--- src/common/gpcm_pkg.sv ---
// constants and types for the general-purpose pin and clock mask block
package gpcm_pkg;
  // configuration index of each field
  localparam logic [7:0] OFS_OD_SET   = 8'h00;
  localparam logic [7:0] OFS_OD_CLR   = 8'h01;
  localparam logic [7:0] OFS_OE_SET   = 8'h02;
  localparam logic [7:0] OFS_OE_CLR   = 8'h03;
  localparam logic [7:0] OFS_PIN_IN   = 8'h04;
  localparam logic [7:0] OFS_CLK_MASK = 8'h06;
  // widths and values after reset
  localparam int         PIN_N        = 4;
  localparam int         MASK_W       = 16;
  localparam int         SCLK_N       = 10;
  localparam logic [3:0] OD_RESET     = 4'h0;
  localparam logic [3:0] OE_RESET     = 4'h0;
  localparam logic [15:0] MASK_RESET  = 16'h0000;
  // pin roles during the mask load, and the live insertion pin
  localparam int         PIN_LOAD     = 0;
  localparam int         PIN_SHCLK    = 2;
  localparam int         PIN_LIVE     = 3;
  localparam logic [3:0] SHIFT_OE     = 4'h5;
  localparam logic [4:0] SHIFT_LAST   = 5'h0F;
  // secondary reset hold after the mask is in
  localparam int         CLK_PERIOD_NS  = 5;
  localparam int         SRST_HOLD_US   = 100;
  localparam int         SRST_HOLD_CYC  = SRST_HOLD_US * 1000 / CLK_PERIOD_NS;
  typedef enum logic [1:0] {
    ST_LOAD,
    ST_SHIFT,
    ST_HOLD,
    ST_RUN
  } gpcm_state_t;
endpackage : gpcm_pkg

--- src/rtl/gpcm_top.sv ---
// general-purpose pins, secondary clock mask loader and live insertion gate
//
// Behaviour
// - four general pins, direction and level set by configuration fields.
// - a one in output-enable set bits 3:0 makes that pin a driven output.
// - a one in output-enable clear bits tristates that pin, input only.
// - zero bits in any set or clear field change nothing.
// - after reset all pins are inputs and stored output data is zero.
// - the input field is read-only and returns the live level of all pins.
// - a one in output-data set drives that pin high when it is an output.
// - a one in output-data clear drives that pin low when it is an output.
// - stored output data reaches a pin only while the pin is an output.
// - a 16-bit serial stream on the mask input fills the clock disable mask.
// - shifting starts once primary reset is released with secondary reset asserted.
// - secondary reset stays asserted through shifting and 100 us after it.
// - pins 0 and 2 drive load and shift of the external register.
// - bit pairs 0-7 gate clock outputs 0-3, bits 8-13 outputs 4-9.
// - after shifting pins tristate, mask input is ignored, registers take over.
// - software may rewrite the clock disable mask later.
// - live mode outside hot-swap, pin 3 input and high forces io, memory, master enables off.
// - reads still show written enables; they return when pin 3 falls.
// - halted, queued master work drains but delayed completions are withheld.
// - configuration accesses are still accepted while halted.
// - both mode selects low picks hot-swap; pin 3 becomes the ejector input.
`timescale 1ns/1ps
`default_nettype none
module gpcm_top
  import gpcm_pkg::*;
#(
  parameter int HOLD_CYCLES = SRST_HOLD_CYC
) (
  // clock and primary reset
  input  wire logic              clk,
  input  wire logic              rst_n,
  // configuration access
  input  wire logic              cfg_wr,
  input  wire logic              cfg_rd,
  input  wire logic [7:0]        cfg_addr,
  input  wire logic [15:0]       cfg_wdata,
  output logic      [15:0]       cfg_rdata,
  // general pins
  input  wire logic [PIN_N-1:0]  pin_in,
  output logic      [PIN_N-1:0]  pin_out,
  output logic      [PIN_N-1:0]  pin_oe,
  // clock mask serial input and clock gating
  input  wire logic              clock_mask_serial_in,
  output logic      [SCLK_N-1:0] secondary_clock_output_disable,
  // secondary reset
  input  wire logic              sec_reset_bit,
  output logic                   sec_rst_n,
  // live insertion and command enables {master, memory, io}
  input  wire logic              live_insert_mode,
  input  wire logic [2:0]        cmd_written,
  output logic      [2:0]        cmd_effective,
  output logic                   completion_return_en,
  output logic                   master_drain_en,
  // hot-swap mode
  input  wire logic              mode_select_0,
  input  wire logic              mode_select_1,
  output logic                   hot_swap_mode,
  output logic                   ejector_switch_in_n
);

  localparam int HW = $clog2(HOLD_CYCLES + 1);
  localparam logic [HW-1:0] HOLD_LAST = HW'(HOLD_CYCLES - 1);

  gpcm_state_t       state;
  gpcm_state_t       next_state;
  logic [3:0]        od_reg;
  logic [3:0]        next_od;
  logic [3:0]        oe_reg;
  logic [3:0]        next_oe;
  logic [15:0]       mask_reg;
  logic [15:0]       next_mask;
  logic              phase;
  logic              next_phase;
  logic [4:0]        shift_cnt;
  logic [4:0]        next_shift_cnt;
  logic [HW-1:0]     hold_cnt;
  logic [HW-1:0]     next_hold_cnt;
  logic [3:0]        next_pin_out;
  logic [3:0]        next_pin_oe;
  logic [15:0]       next_rdata;
  logic              next_sec_rst_n;
  logic [9:0]        next_clk_dis;
  logic              live_halt;
  logic              hs_mode;
  logic [2:0]        next_cmd;

  // pin control registers and the clock mask
  // per-pin fields, zeros keep
  always_comb begin
    next_od   = od_reg;
    next_oe   = oe_reg;
    next_mask = mask_reg;
    if (cfg_wr) begin
      case (cfg_addr)
        OFS_OD_SET:   next_od = od_reg | cfg_wdata[3:0];
        OFS_OD_CLR:   next_od = od_reg & ~cfg_wdata[3:0];
        OFS_OE_SET:   next_oe = oe_reg | cfg_wdata[3:0];
        OFS_OE_CLR:   next_oe = oe_reg & ~cfg_wdata[3:0];
        OFS_CLK_MASK: next_mask = cfg_wdata;
        default:      next_mask = mask_reg;
      endcase
    end
    // serial bits enter lsb first; the shifter outranks a config write
    if (state == ST_SHIFT && !phase) begin
      next_mask = {clock_mask_serial_in, mask_reg[15:1]};
    end
  end

  // inputs only, zero data after reset
  always_ff @(posedge clk) begin
    if (!rst_n) begin
      od_reg   <= OD_RESET;
      oe_reg   <= OE_RESET;
      mask_reg <= MASK_RESET;
    end else begin
      od_reg   <= next_od;
      oe_reg   <= next_oe;
      mask_reg <= next_mask;
    end
  end

  // mask load sequencer and secondary reset
  always_comb begin
    next_state     = state;
    next_phase     = 1'b0;
    next_shift_cnt = shift_cnt;
    next_hold_cnt  = hold_cnt;
    case (state)
      // the first edge after primary release starts the load
      ST_LOAD: begin
        next_state     = ST_SHIFT;
        next_shift_cnt = 5'h00;
      end
      // sample while shift clock is low, then raise it
      ST_SHIFT: begin
        next_phase = ~phase;
        if (!phase) begin
          next_shift_cnt = shift_cnt + 5'h01;
          if (shift_cnt == SHIFT_LAST) begin
            next_state    = ST_HOLD;
            next_hold_cnt = '0;
          end
        end
      end
      // the hold restarts while software keeps the reset bit set
      ST_HOLD: begin
        if (sec_reset_bit) begin
          next_hold_cnt = '0;
        end else if (hold_cnt == HOLD_LAST) begin
          next_state = ST_RUN;
        end else begin
          next_hold_cnt = hold_cnt + 1'b1;
        end
      end
      ST_RUN: begin
        if (sec_reset_bit) begin
          next_state    = ST_HOLD;
          next_hold_cnt = '0;
        end
      end
      default: next_state = ST_LOAD;
    endcase
  end

  always_ff @(posedge clk) begin
    if (!rst_n) begin
      state     <= ST_LOAD;
      phase     <= 1'b0;
      shift_cnt <= 5'h00;
      hold_cnt  <= '0;
    end else begin
      state     <= next_state;
      phase     <= next_phase;
      shift_cnt <= next_shift_cnt;
      hold_cnt  <= next_hold_cnt;
    end
  end

  // pins, clock gates, reset and read data
  assign hs_mode   = !mode_select_0 && !mode_select_1;
  // halt only in live mode with pin 3 an input and high
  // hot-swap takes pin 3 away from live insertion
  assign live_halt = live_insert_mode && !hs_mode && !oe_reg[PIN_LIVE] && pin_in[PIN_LIVE];

  always_comb begin
    next_pin_out = 4'h0;
    next_pin_oe  = 4'h0;
    case (next_state)
      // pin 0 low loads the external register
      ST_LOAD: begin
        next_pin_oe = SHIFT_OE;
      end
      // pin 0 high selects shift, pin 2 is the shift clock
      ST_SHIFT: begin
        next_pin_oe             = SHIFT_OE;
        next_pin_out[PIN_LOAD]  = 1'b1;
        next_pin_out[PIN_SHCLK] = next_phase;
      end
      // registers take the pins back once the mask is in
      // stored data shows only where the enable is set
      default: begin
        next_pin_oe  = next_oe;
        next_pin_out = next_od & next_oe;
      end
    endcase
    // released only after the hold and with the reset bit clear
    next_sec_rst_n = (next_state == ST_RUN) && !sec_reset_bit;
    // either bit of a pair gates outputs 0 to 3; bits 14-15 unused
    for (int i = 0; i < 4; i++) begin
      next_clk_dis[i] = next_mask[2*i] | next_mask[2*i+1];
    end
    next_clk_dis[9:4] = next_mask[13:8];
    // reads keep the written enables, the masked copy is separate
    next_cmd = live_halt ? 3'h0 : cmd_written;
    // config reads are never gated by the halt
    next_rdata = 16'h0000;
    if (cfg_rd) begin
      case (cfg_addr)
        OFS_OD_SET, OFS_OD_CLR: next_rdata = {12'h000, od_reg};
        OFS_OE_SET, OFS_OE_CLR: next_rdata = {12'h000, oe_reg};
        // live pin level whatever the direction
        OFS_PIN_IN:             next_rdata = {12'h000, pin_in};
        OFS_CLK_MASK:           next_rdata = mask_reg;
        default:                next_rdata = 16'h0000;
      endcase
    end
  end

  always_ff @(posedge clk) begin
    if (!rst_n) begin
      pin_out                        <= 4'h0;
      pin_oe                         <= 4'h0;
      sec_rst_n                      <= 1'b0;
      secondary_clock_output_disable <= 10'h000;
      cmd_effective                  <= 3'h0;
      completion_return_en           <= 1'b0;
      master_drain_en                <= 1'b0;
      hot_swap_mode                  <= 1'b0;
      ejector_switch_in_n            <= 1'b1;
      cfg_rdata                      <= 16'h0000;
    end else begin
      pin_out                        <= next_pin_out;
      pin_oe                         <= next_pin_oe;
      sec_rst_n                      <= next_sec_rst_n;
      secondary_clock_output_disable <= next_clk_dis;
      // io, memory and master enables forced off
      cmd_effective                  <= next_cmd;
      // completions withheld, queued master work still drains
      completion_return_en           <= !live_halt;
      master_drain_en                <= cmd_written[2];
      // pin 3 serves as the ejector switch in hot-swap mode
      hot_swap_mode                  <= hs_mode;
      ejector_switch_in_n            <= hs_mode ? pin_in[PIN_LIVE] : 1'b1;
      cfg_rdata                      <= next_rdata;
    end
  end
endmodule : gpcm_top
`default_nettype wire

--- config.mk ---
export PLATFORM = sky130hd
export DESIGN_NAME = gpcm_top
export DESIGN_NICKNAME = d
export VERILOG_FILES = /design/src/common/gpcm_pkg.sv /design/src/rtl/gpcm_top.sv
export SDC_FILE = /design/constraint.sdc
export NUM_CORES = 1
export LEC_CHECK = 0
export BUFFER_PORTS_ARGS = -buffer_cell sky130_fd_sc_hd__buf_2
export CORE_MARGIN = 5
export CORE_UTILIZATION = 40
export CTS_CLUSTER_DIAMETER = 120
export DETAILED_ROUTE_END_ITERATION = 12
export SLEW_MARGIN = 40
export SYNTH_ARGS = -nofsm -noshare
export SYNTH_HDL_FRONTEND = slang
export SYNTH_SLANG_ARGS = --single-unit
--- constraint.sdc ---
create_clock -name clk -period 5.05 [get_ports clk]
set_input_delay 1.01 -clock clk [delete_from_list [all_inputs] [get_ports clk]]
set_output_delay 1.01 -clock clk [all_outputs]
set_load 0.02 [all_outputs]
After elaboration in Yosys (flattened, before gate mapping)
Cells that the tools add are included.

word-level totals
  register bits = 89
  input bits = 40
  output and inout port bits = 42

cells by class
  equal/unequal tests = 16
  add/subtract/negate cells = 2
  reductions and logical operators = 30
  muxes and demuxes = 26
  bitwise gates (word level) = 12

operator list
  operator                                                          number
  15-bit two-way mux                                                5
  16-bit case mux with 4 select lines                               1
  16-bit two-way mux                                                3
  15-bit case mux with 3 select lines                               1
  8-bit by 2-bit == test with 1-bit output (second input constant)  2
  8-bit by 3-bit == test with 1-bit output (second input constant)  2
  4-bit case mux with 2 select lines                                2
  15-bit by 1-bit adder with 15-bit output (second input constant)  1
  15-bit == test (second input constant)                            1
  4-bit AND                                                         3
  2-bit two-way mux                                                 5
  5-bit case mux with 2 select lines                                1
  8-bit by 1-bit == test with 1-bit output (second input constant)  1
  8-bit logical NOT                                                 1
  4-bit two-way mux                                                 2
  4-bit bitwise OR                                                  2
  2-bit case mux with 4 select lines                                1
  2-bit AND reduction                                               4
  2-bit OR reduction                                                4
  1-bit logical NOT                                                 7
  2-bit == test (second input constant)                             3
  1-bit logical AND                                                 6
  2-bit nonzero test                                                3
  5-bit by 1-bit adder with 5-bit output (second input constant)    1
  other kinds (16)                                                  24

Depth between registers and ports, before layout
Gate-level depths: netlist of the first run.

  depth in word-level cells = 7
  gate-level depth with buffers = 7

Least setup slack after synthesis of the first run
OpenSTA, ideal clock, no wires.

  kind = input port to flip-flop
  from = in cfg_addr[1]
  to = reg pin_out[2]
  path buffers = 1
  data required time = 4.934 ns
  stages = 5
  data arrival time = 2.274 ns
  slack = 2.660 ns
  cells stage by stage = buf_2 nor4_1 nand4_1 mux2_2 a31o_2

between the ends
  cells in the longest elaborated chain, start to end = 5
  elaborated cells on any way between the ends = 10

RTL lines
  element                                                                 line             RTL
  start, declared                                                         gpcm_top.sv:38   input wire logic [7:0] cfg_addr,
  8-bit by 1-bit == test with 1-bit output, or another cell as far along  gpcm_top.sv:97   case (cfg_addr)
  4-bit case mux with 2 select lines                                      gpcm_top.sv:97
  4-bit two-way mux                                                       gpcm_top.sv:96   if (cfg_wr) begin
  4-bit AND (*)                                                           gpcm_top.sv:206  next_pin_out = next_od & next_oe;
  1-bit case mux with 2 select lines (*)                                  gpcm_top.sv:191  case (next_state)
  end signal, assigned                                                    gpcm_top.sv:245  pin_out <= next_pin_out;
  end, declared                                                           gpcm_top.sv:43   output logic [PIN_N-1:0] pin_out,

Mark *: on every way between the ends. The rest lies on a longest branch, timed or not.
A chain may end at the register's enable or synchronous reset.

==> out/results.txt, run 1 <==
Number of global-route vias before repair - 2,988
Total non-filler cell area in the finished layout - 4230 µm²
Worst-skew pair later-pin latency - 0.35 ns
Overall routing resource usage - 15.6%
Residual DRC - 0
Maximum fanout encountered on the critical timing path - 37
Die area - 11,000 µm²
Synthesis-to-layout area growth - 18.0%
DR vias - 3,143
Warning count from the yosys run - 0
Capture instance of the worst register-to-register path - hold_cnt[14]
Initial Util - 41.1%
HP Class - flop to flop
Worst supply voltage drop on vdd - 192 µV
Data arrival, critical path - 2.97 ns
Final weighted congestion in routability-driven placement - 0.854
Worst slew margin relative to its limit - 52.7%
Static leakage - 1.84 nW
Slowest Stage Delay on Critical Path - 0.50 ns
Number of synthesized flops with an enable pin - 0
P per Cell Area - 309 nW/µm²
Clock tree from TritonCTS - built
Highest-utilization routing layer at the global route stage - met2
Remaining global-route overflow - 0
Worst path bufs/invs - 3
Distinct cells, synth - 56
Number of nets in the finished design - 507
Register bit total from synthesis - 83
WHS Path Cells - 1
Critical path's top delay family - buffers and inverters
Clock tree root buffer cell - sky130_fd_sc_hd__clkbuf_8
Worst hold path endpoint - cfg_rdata[14]
Met2 Usage GRT - 26.0%
Number of cells on the worst reg-to-reg path - 5
Number of buffers added on ports - 81
Final critical path time including I/O delays and setup - 2.68 ns
Floorplan Core Area - 8720 µm²
Number of endpoints failing setup at the final stage - 0
Total of cells resized after clock tree synthesis - 0
GR Layer Usage met1 - 19.9%
Post-DR wirelength/cell - 15.0 µm
Maximum number of pins on one net before global-route repair - 39
Reg clk slew, reported paths - 0.09 ns
First-pass GRT wire length - 14,400 µm
Final period utilization - 53.0%
Final Hold Viols - 0
Die height - 105 µm
# diodes - 0
Hold buffer count at cts - 0
Placed cell areas - 3990 µm²
Initial antenna violation count - 0
Maximum clock insertion buffer count - 2
Total nets after synthesis - 444
Transition at the pin with the smallest max-transition slack - 0.708 ns
Estimated wirelength of the detail-placed design - 6220 µm
Routed via count divided by cell count - 5.45
Max-cap violation count - 0
Proportion of register bits with asynchronous set or reset after synthesis - 0%
Internal reg-to-reg setup slack - 2.59 ns
CTS H-tree depth - 3
Num rows - 34
Highest achievable clock rate - 0.373 GHz
Met3 usage - 3.51%
TritonCTS sink count - 83
Result of the run - finished clean
Critical setup path kind - primary input to flop
Layout cell share with drive strength beyond 1 - 23.2%
Mean cell area of the mapped netlist - 8.95 µm²
Clock skew - 0.00902 ns
Violation count after the first detailed-routing iteration - 146
Die boundary width - 105 µm
Worst hold path startpoint - mask_reg[14]
Data required, critical path - 5.35 ns
Most common cell after layout, fill and taps aside - sky130_fd_sc_hd__dfxtp_1
Fillers - 855
Number of primary I/O pins - 82
Sort of element at the start of the critical path - primary input
Gate count of the mapped netlist - 401
Cell with the largest stage delay on the worst path - sky130_fd_sc_hd__buf_2
Remaining antenna violation count after routing - 0
Crit. End Element - flop
Pre-antenna DRT Iters - 4
Summed negative setup slack over all endpoints - 0 ns
Post-CTS Setup Repair Bufs - 0
Register area share after synthesis - 46.3%
Setup repair after global routing missed its margin - no
Count of final max-slew check failures - 0
Crit-path cells - buf_2, inv_1, a221oi_1, a21oi_1, inv_2, a22o_1
Top library cells by usage in the layout, fill and taps aside - sky130_fd_sc_hd__dfxtp_1, sky130_fd_sc_hd__buf_2, sky130_fd_sc_hd__nand2_1
Number of CTS-inserted buffers - 9
Startpoint of the worst register-to-register path - state[0]
Mapped Area - 3590 µm²
Synth Flop Type - sky130_fd_sc_hd__dfxtp_1
Drt total wl - 8640 µm
## power by group
group,total [W],internal (W),switching [W]
clock network,0.000546,0.000307,0.000239
registers,0.000675,0.000666,0.00000883
logic,0.0000876,0.0000323,0.0000553
## final cells by class
cell class,count,area [µm²],area share (%)
repair buffers,82,413,9.76
inverters,13,48.8,1.15
multi-input cells,275,1740,41.1
well taps,108,135,3.19
flip-flops and latches,83,1660,39.3
clock inverters,5,83.8,1.98
clock buffers,11,151,3.58
## metrics by stage
step | std cells | setup WS, ns | utilization (%) | power [W] | hold slack [ns]
after detailed placement | 561 | 1.84 | 45.7 | 0.000778 | 0.475
after global routing | 577 | 2.14 | 48.5 | 0.00137 | 0.506
after CTS | 577 | 2.21 | 48.4 | 0.00133 | 0.491
after global placement | 561 | 1.97 | 45.7 | 0.000777 | 0.477
after floorplan | 401 | 2.66 | - | 0.000746 | 0.447
final | 577 | 2.37 | 48.5 | 0.00131 | 0.482
## Yosys cell counts, types with 4 or more instances
cell	number	area, µm²
sky130_fd_sc_hd__dfxtp_1	83	1660
sky130_fd_sc_hd__a21oi_1	8	40.0
sky130_fd_sc_hd__and2_1	18	113
sky130_fd_sc_hd__nand4_1	16	100
sky130_fd_sc_hd__a21o_1	4	30.0
sky130_fd_sc_hd__clkbuf_1	19	71.3
sky130_fd_sc_hd__nor4_1	5	31.3
sky130_fd_sc_hd__a31oi_1	10	62.6
sky130_fd_sc_hd__nor2b_1	4	25.0
sky130_fd_sc_hd__a22o_1	6	52.6
sky130_fd_sc_hd__a222oi_1	4	40.0
sky130_fd_sc_hd__nand2b_1	5	31.3
sky130_fd_sc_hd__mux2i_1	7	70.1
sky130_fd_sc_hd__o21ai_0	25	125
sky130_fd_sc_hd__o21a_1	9	67.6
sky130_fd_sc_hd__nor4b_1	4	35.0
sky130_fd_sc_hd__nand3_1	14	70.1
sky130_fd_sc_hd__nor2_1	26	97.6
sky130_fd_sc_hd__and3_1	10	62.6
sky130_fd_sc_hd__inv_1	12	45.0
sky130_fd_sc_hd__o31a_1	4	35.0
sky130_fd_sc_hd__buf_4	7	52.6
sky130_fd_sc_hd__nor3_1	11	55.1
sky130_fd_sc_hd__nand2_1	38	143
## worst register-to-register path: stages, from the launching register on
cell and delay (ns):
sky130_fd_sc_hd__dfxtp_1 0.56, sky130_fd_sc_hd__nor3b_4 0.60, sky130_fd_sc_hd__a221oi_1 0.26, sky130_fd_sc_hd__a21oi_1 0.46, sky130_fd_sc_hd__inv_2 0.16, sky130_fd_sc_hd__a221o_1 0.32
## metal layers
layer | vias up | wire [µm]
li1 | 1571 | -
met1 | 1478 | 3910
met2 | 82 | 4150
met3 | 12 | 447
met4 | 0 | 131
met5 | - | 0
## cells by family after synthesis
kind of cell / after synthesis / synth area share, %
simple gates: 170 / 26.3
compound gates: 91 / 17.6
flops: 83 / 46.3
buf+inv: 43 / 5.55
mux: 10 / 2.90
fa+ha+maj: 3 / 1.05
xor+xnor: 1 / 0.244
## worst max-delay path by stage
stage	start	to	depth (start not counted)
finish	rst_n	hold_cnt[4]	6
global route	rst_n	hold_cnt[14]	6
CTS	cfg_addr[5]	cfg_rdata[14]	5
detailed placement	cfg_addr[5]	cfg_rdata[14]	5
global placement	cfg_addr[5]	cfg_rdata[15]	5
floorplan	cfg_addr[1]	pin_out[2]	5
(Power assumes the default switching activity.)
==> run 2: changes to the inputs <==
clock period = 2.3 ns   (was 5.05 ns; I/O delays follow)
==> out/results.txt, run 2 (same netlist as run 1, synthesis figures left out) <==
Result of the run - finished clean
Reported net switching power - 0.000651 W (+120%)
Most common cell after layout, fill and taps aside - sky130_fd_sc_hd__dfxtp_1
DR vias - 3,250 (+3.4%)
Final Hold Viols - 0 (unchanged)
Remaining antenna violation count after routing - 0 (unchanged)
Capture instance of the worst register-to-register path - hold_cnt[6]
Setup repair after global routing missed its margin - no
Routed via count divided by cell count - 5.48 (+0.61%)
P per Cell Area - 654 nW/µm² (+110%)
Static leakage - 1.91 nW (+3.9%)
Die area - 11,000 µm² (unchanged)
Number of buffers added on ports - 81 (unchanged)
Worst-skew pair later-pin latency - 0.35 ns (about the same)
Number of endpoints failing setup at the final stage - 0 (unchanged)
Die height - 105 µm (unchanged)
Cell-internal power - 0.00218 W (+120%)
Data arrival, critical path - 2.31 ns (-0.66 ns)
Count of final max-slew check failures - 0 (unchanged)
Drt total wl - 8690 µm (+0.54%)
Critical path's top delay family - simple AND/OR/NAND/NOR gates
Maximum clock insertion buffer count - 2 (unchanged)
Number of CTS-inserted buffers - 9 (unchanged)
Met3 usage - 2.77% (-0.74 points)
Number of nets in the finished design - 524 (+3.4%)
Startpoint of the worst register-to-register path - hold_cnt[7]
Fillers - 830 (-2.9%)
First-pass GRT wire length - 15,100 µm (+4.5%)
# diodes - 0 (unchanged)
Transition at the pin with the smallest max-transition slack - 0.637 ns (-0.0710 ns)
Final period utilization - 88.6%
Internal reg-to-reg setup slack - 0.26 ns (-2.33 ns)
Number of cells on the worst reg-to-reg path - 5 (unchanged)
Number of primary I/O pins - 82 (unchanged)
Clock tree from TritonCTS - built
Highest-utilization routing layer at the global route stage - met2
Die boundary width - 105 µm (unchanged)
CTS H-tree depth - 3 (unchanged)
Estimated wirelength of the detail-placed design - 6500 µm (+4.5%)
Overall routing resource usage - 16.3% (+0.73 points)
Final weighted congestion in routability-driven placement - 0.833 (-2.5%)
Critical setup path kind - flop to flop
Remaining global-route overflow - 0 (unchanged)
Crit-path cells - or4b_4, nor4_4, a21oi_1, buf_4, o21ai_0
HP Class - primary input to flop
Sort of element at the start of the critical path - flop
TritonCTS sink count - 83 (unchanged)
Crit. End Element - flop
GR Layer Usage met1 - 21.4% (+1.5 points)
Finished Core Util - 49.6% (+1.1 points)
Top library cells by usage in the layout, fill and taps aside - sky130_fd_sc_hd__dfxtp_1, sky130_fd_sc_hd__buf_2, sky130_fd_sc_hd__nand2_1
Synthesis-to-layout area growth - 20.7%
Cell with the largest stage delay on the worst path - sky130_fd_sc_hd__or4b_4
Residual DRC - 0 (unchanged)
Clock skew - 0.0118 ns (+0.00278 ns)
Floorplan Core Area - 8720 µm² (unchanged)
Initial Util - 41.1% (unchanged)
Reg clk slew, reported paths - 0.08 ns (about the same)
Met2 Usage GRT - 26.8% (+0.81 points)
Total of cells resized after clock tree synthesis - 0 (unchanged)
Relative contribution of sequential cells to total power - 52.3% (+0.7 points)
Worst slew margin relative to its limit - 57.1% (+4.5 points)
Worst supply voltage drop on vdd - 300 µV (+57%)
Data required, critical path - 2.57 ns (-2.78 ns)
Layout cell share with drive strength beyond 1 - 25.4% (+2.1 points)
Summed negative setup slack over all endpoints - 0 ns (unchanged)
Num rows - 34 (unchanged)
Worst hold path startpoint - mode_select_0
Clock share of power - 40.4% (-1.3 points)
Final critical path time including I/O delays and setup - 2.04 ns
WHS Path Cells - 2 (+1)
Max-cap violation count - 0 (unchanged)
Highest achievable clock rate - 0.491 GHz
Worst path bufs/invs - 1 (-2)
Logic pwr share - 7.4% (+0.7 points)
Clock tree root buffer cell - sky130_fd_sc_hd__clkbuf_8
Initial antenna violation count - 0 (unchanged)
Post-DR wirelength/cell - 14.7 µm (-2.2%)
Number of global-route vias before repair - 3,180 (+6.4%)
Worst hold path endpoint - hot_swap_mode
Post-CTS Setup Repair Bufs - 0 (unchanged)
Violation count after the first detailed-routing iteration - 174 (+19%)
Maximum fanout encountered on the critical timing path - 9 (-76%)
Overall Power - 0.00283 W (+120%)
Slowest Stage Delay on Critical Path - 0.57 ns (+0.07 ns)
Maximum number of pins on one net before global-route repair - 23 (-41%)
Pre-antenna DRT Iters - 5 (+1)
Switching share of total power - 23.0% (-0.13 points)
Hold buffer count at cts - 0 (unchanged)
==> run 2: worst max path at each step <==
stage / from / to / depth (start not counted)
3_3_place_gp: hold_cnt[7] / hold_cnt[14] / 5
4_1_cts: hold_cnt[7] / hold_cnt[0] / 5
6_report: hold_cnt[7] / hold_cnt[6] / 5
2_1_floorplan: cfg_addr[1] / pin_out[2] / 5
3_5_place_dp: cfg_addr[1] / pin_out[2] / 5
5_1_grt: hold_cnt[7] / hold_cnt[0] / 5
==> run 2: metal layers <==
metal	share of wire (%)	vias up
li1	-	1602
met1	45	1542
met2	47	92
met3	5.3	14
met4	1.8	0
met5	0	-
==> run 2: worst reg2reg max path: cells and delay by family (launching register included) <==
kind / cells / cell delay (ns)
AO/OA/AOI/OAI: 2 / 0.32
buffers and inverters: 1 / 0.20
flip-flops: 1 / 0.37
AND/OR/NAND/NOR: 2 / 1.08
==> run 2: per-stage QoR <==
step,instances,area (µm²),setup WS (ns),hold slack (ns)
floorplan,401,3590,0.460,0.447
global placement,578,4110,0.292,0.466
detailed placement,578,4110,0.275,0.471
CTS,593,4330,0.261,0.270
global route,593,4330,0.102,0.277
finish,593,4330,0.262,0.290
==> run 2: cell type report <==
| cell class | count | area (µm²) | area share, % |
|---|---|---|---|
| sequential | 83 | 1660 | 38.4 |
| clock buffer | 11 | 141 | 3.27 |
| tap | 108 | 135 | 3.12 |
| clock inverter | 4 | 75.1 | 1.73 |
| timing repair buffer | 99 | 541 | 12.5 |
| multi-input combinational | 275 | 1730 | 39.9 |
| inverter | 13 | 48.8 | 1.13 |
==> run 2: power by group through the flow <==
stage	Combinational, W	Clock [W]	Sequential [W]
final	0.000209	0.00114	0.00148
after global routing	0.000230	0.00126	0.00148
after CTS	0.000210	0.00118	0.00148
after detailed placement	0.000209	0	0.00151
after global placement	0.000207	0	0.00151
after floorplan	0.000113	0	0.00152
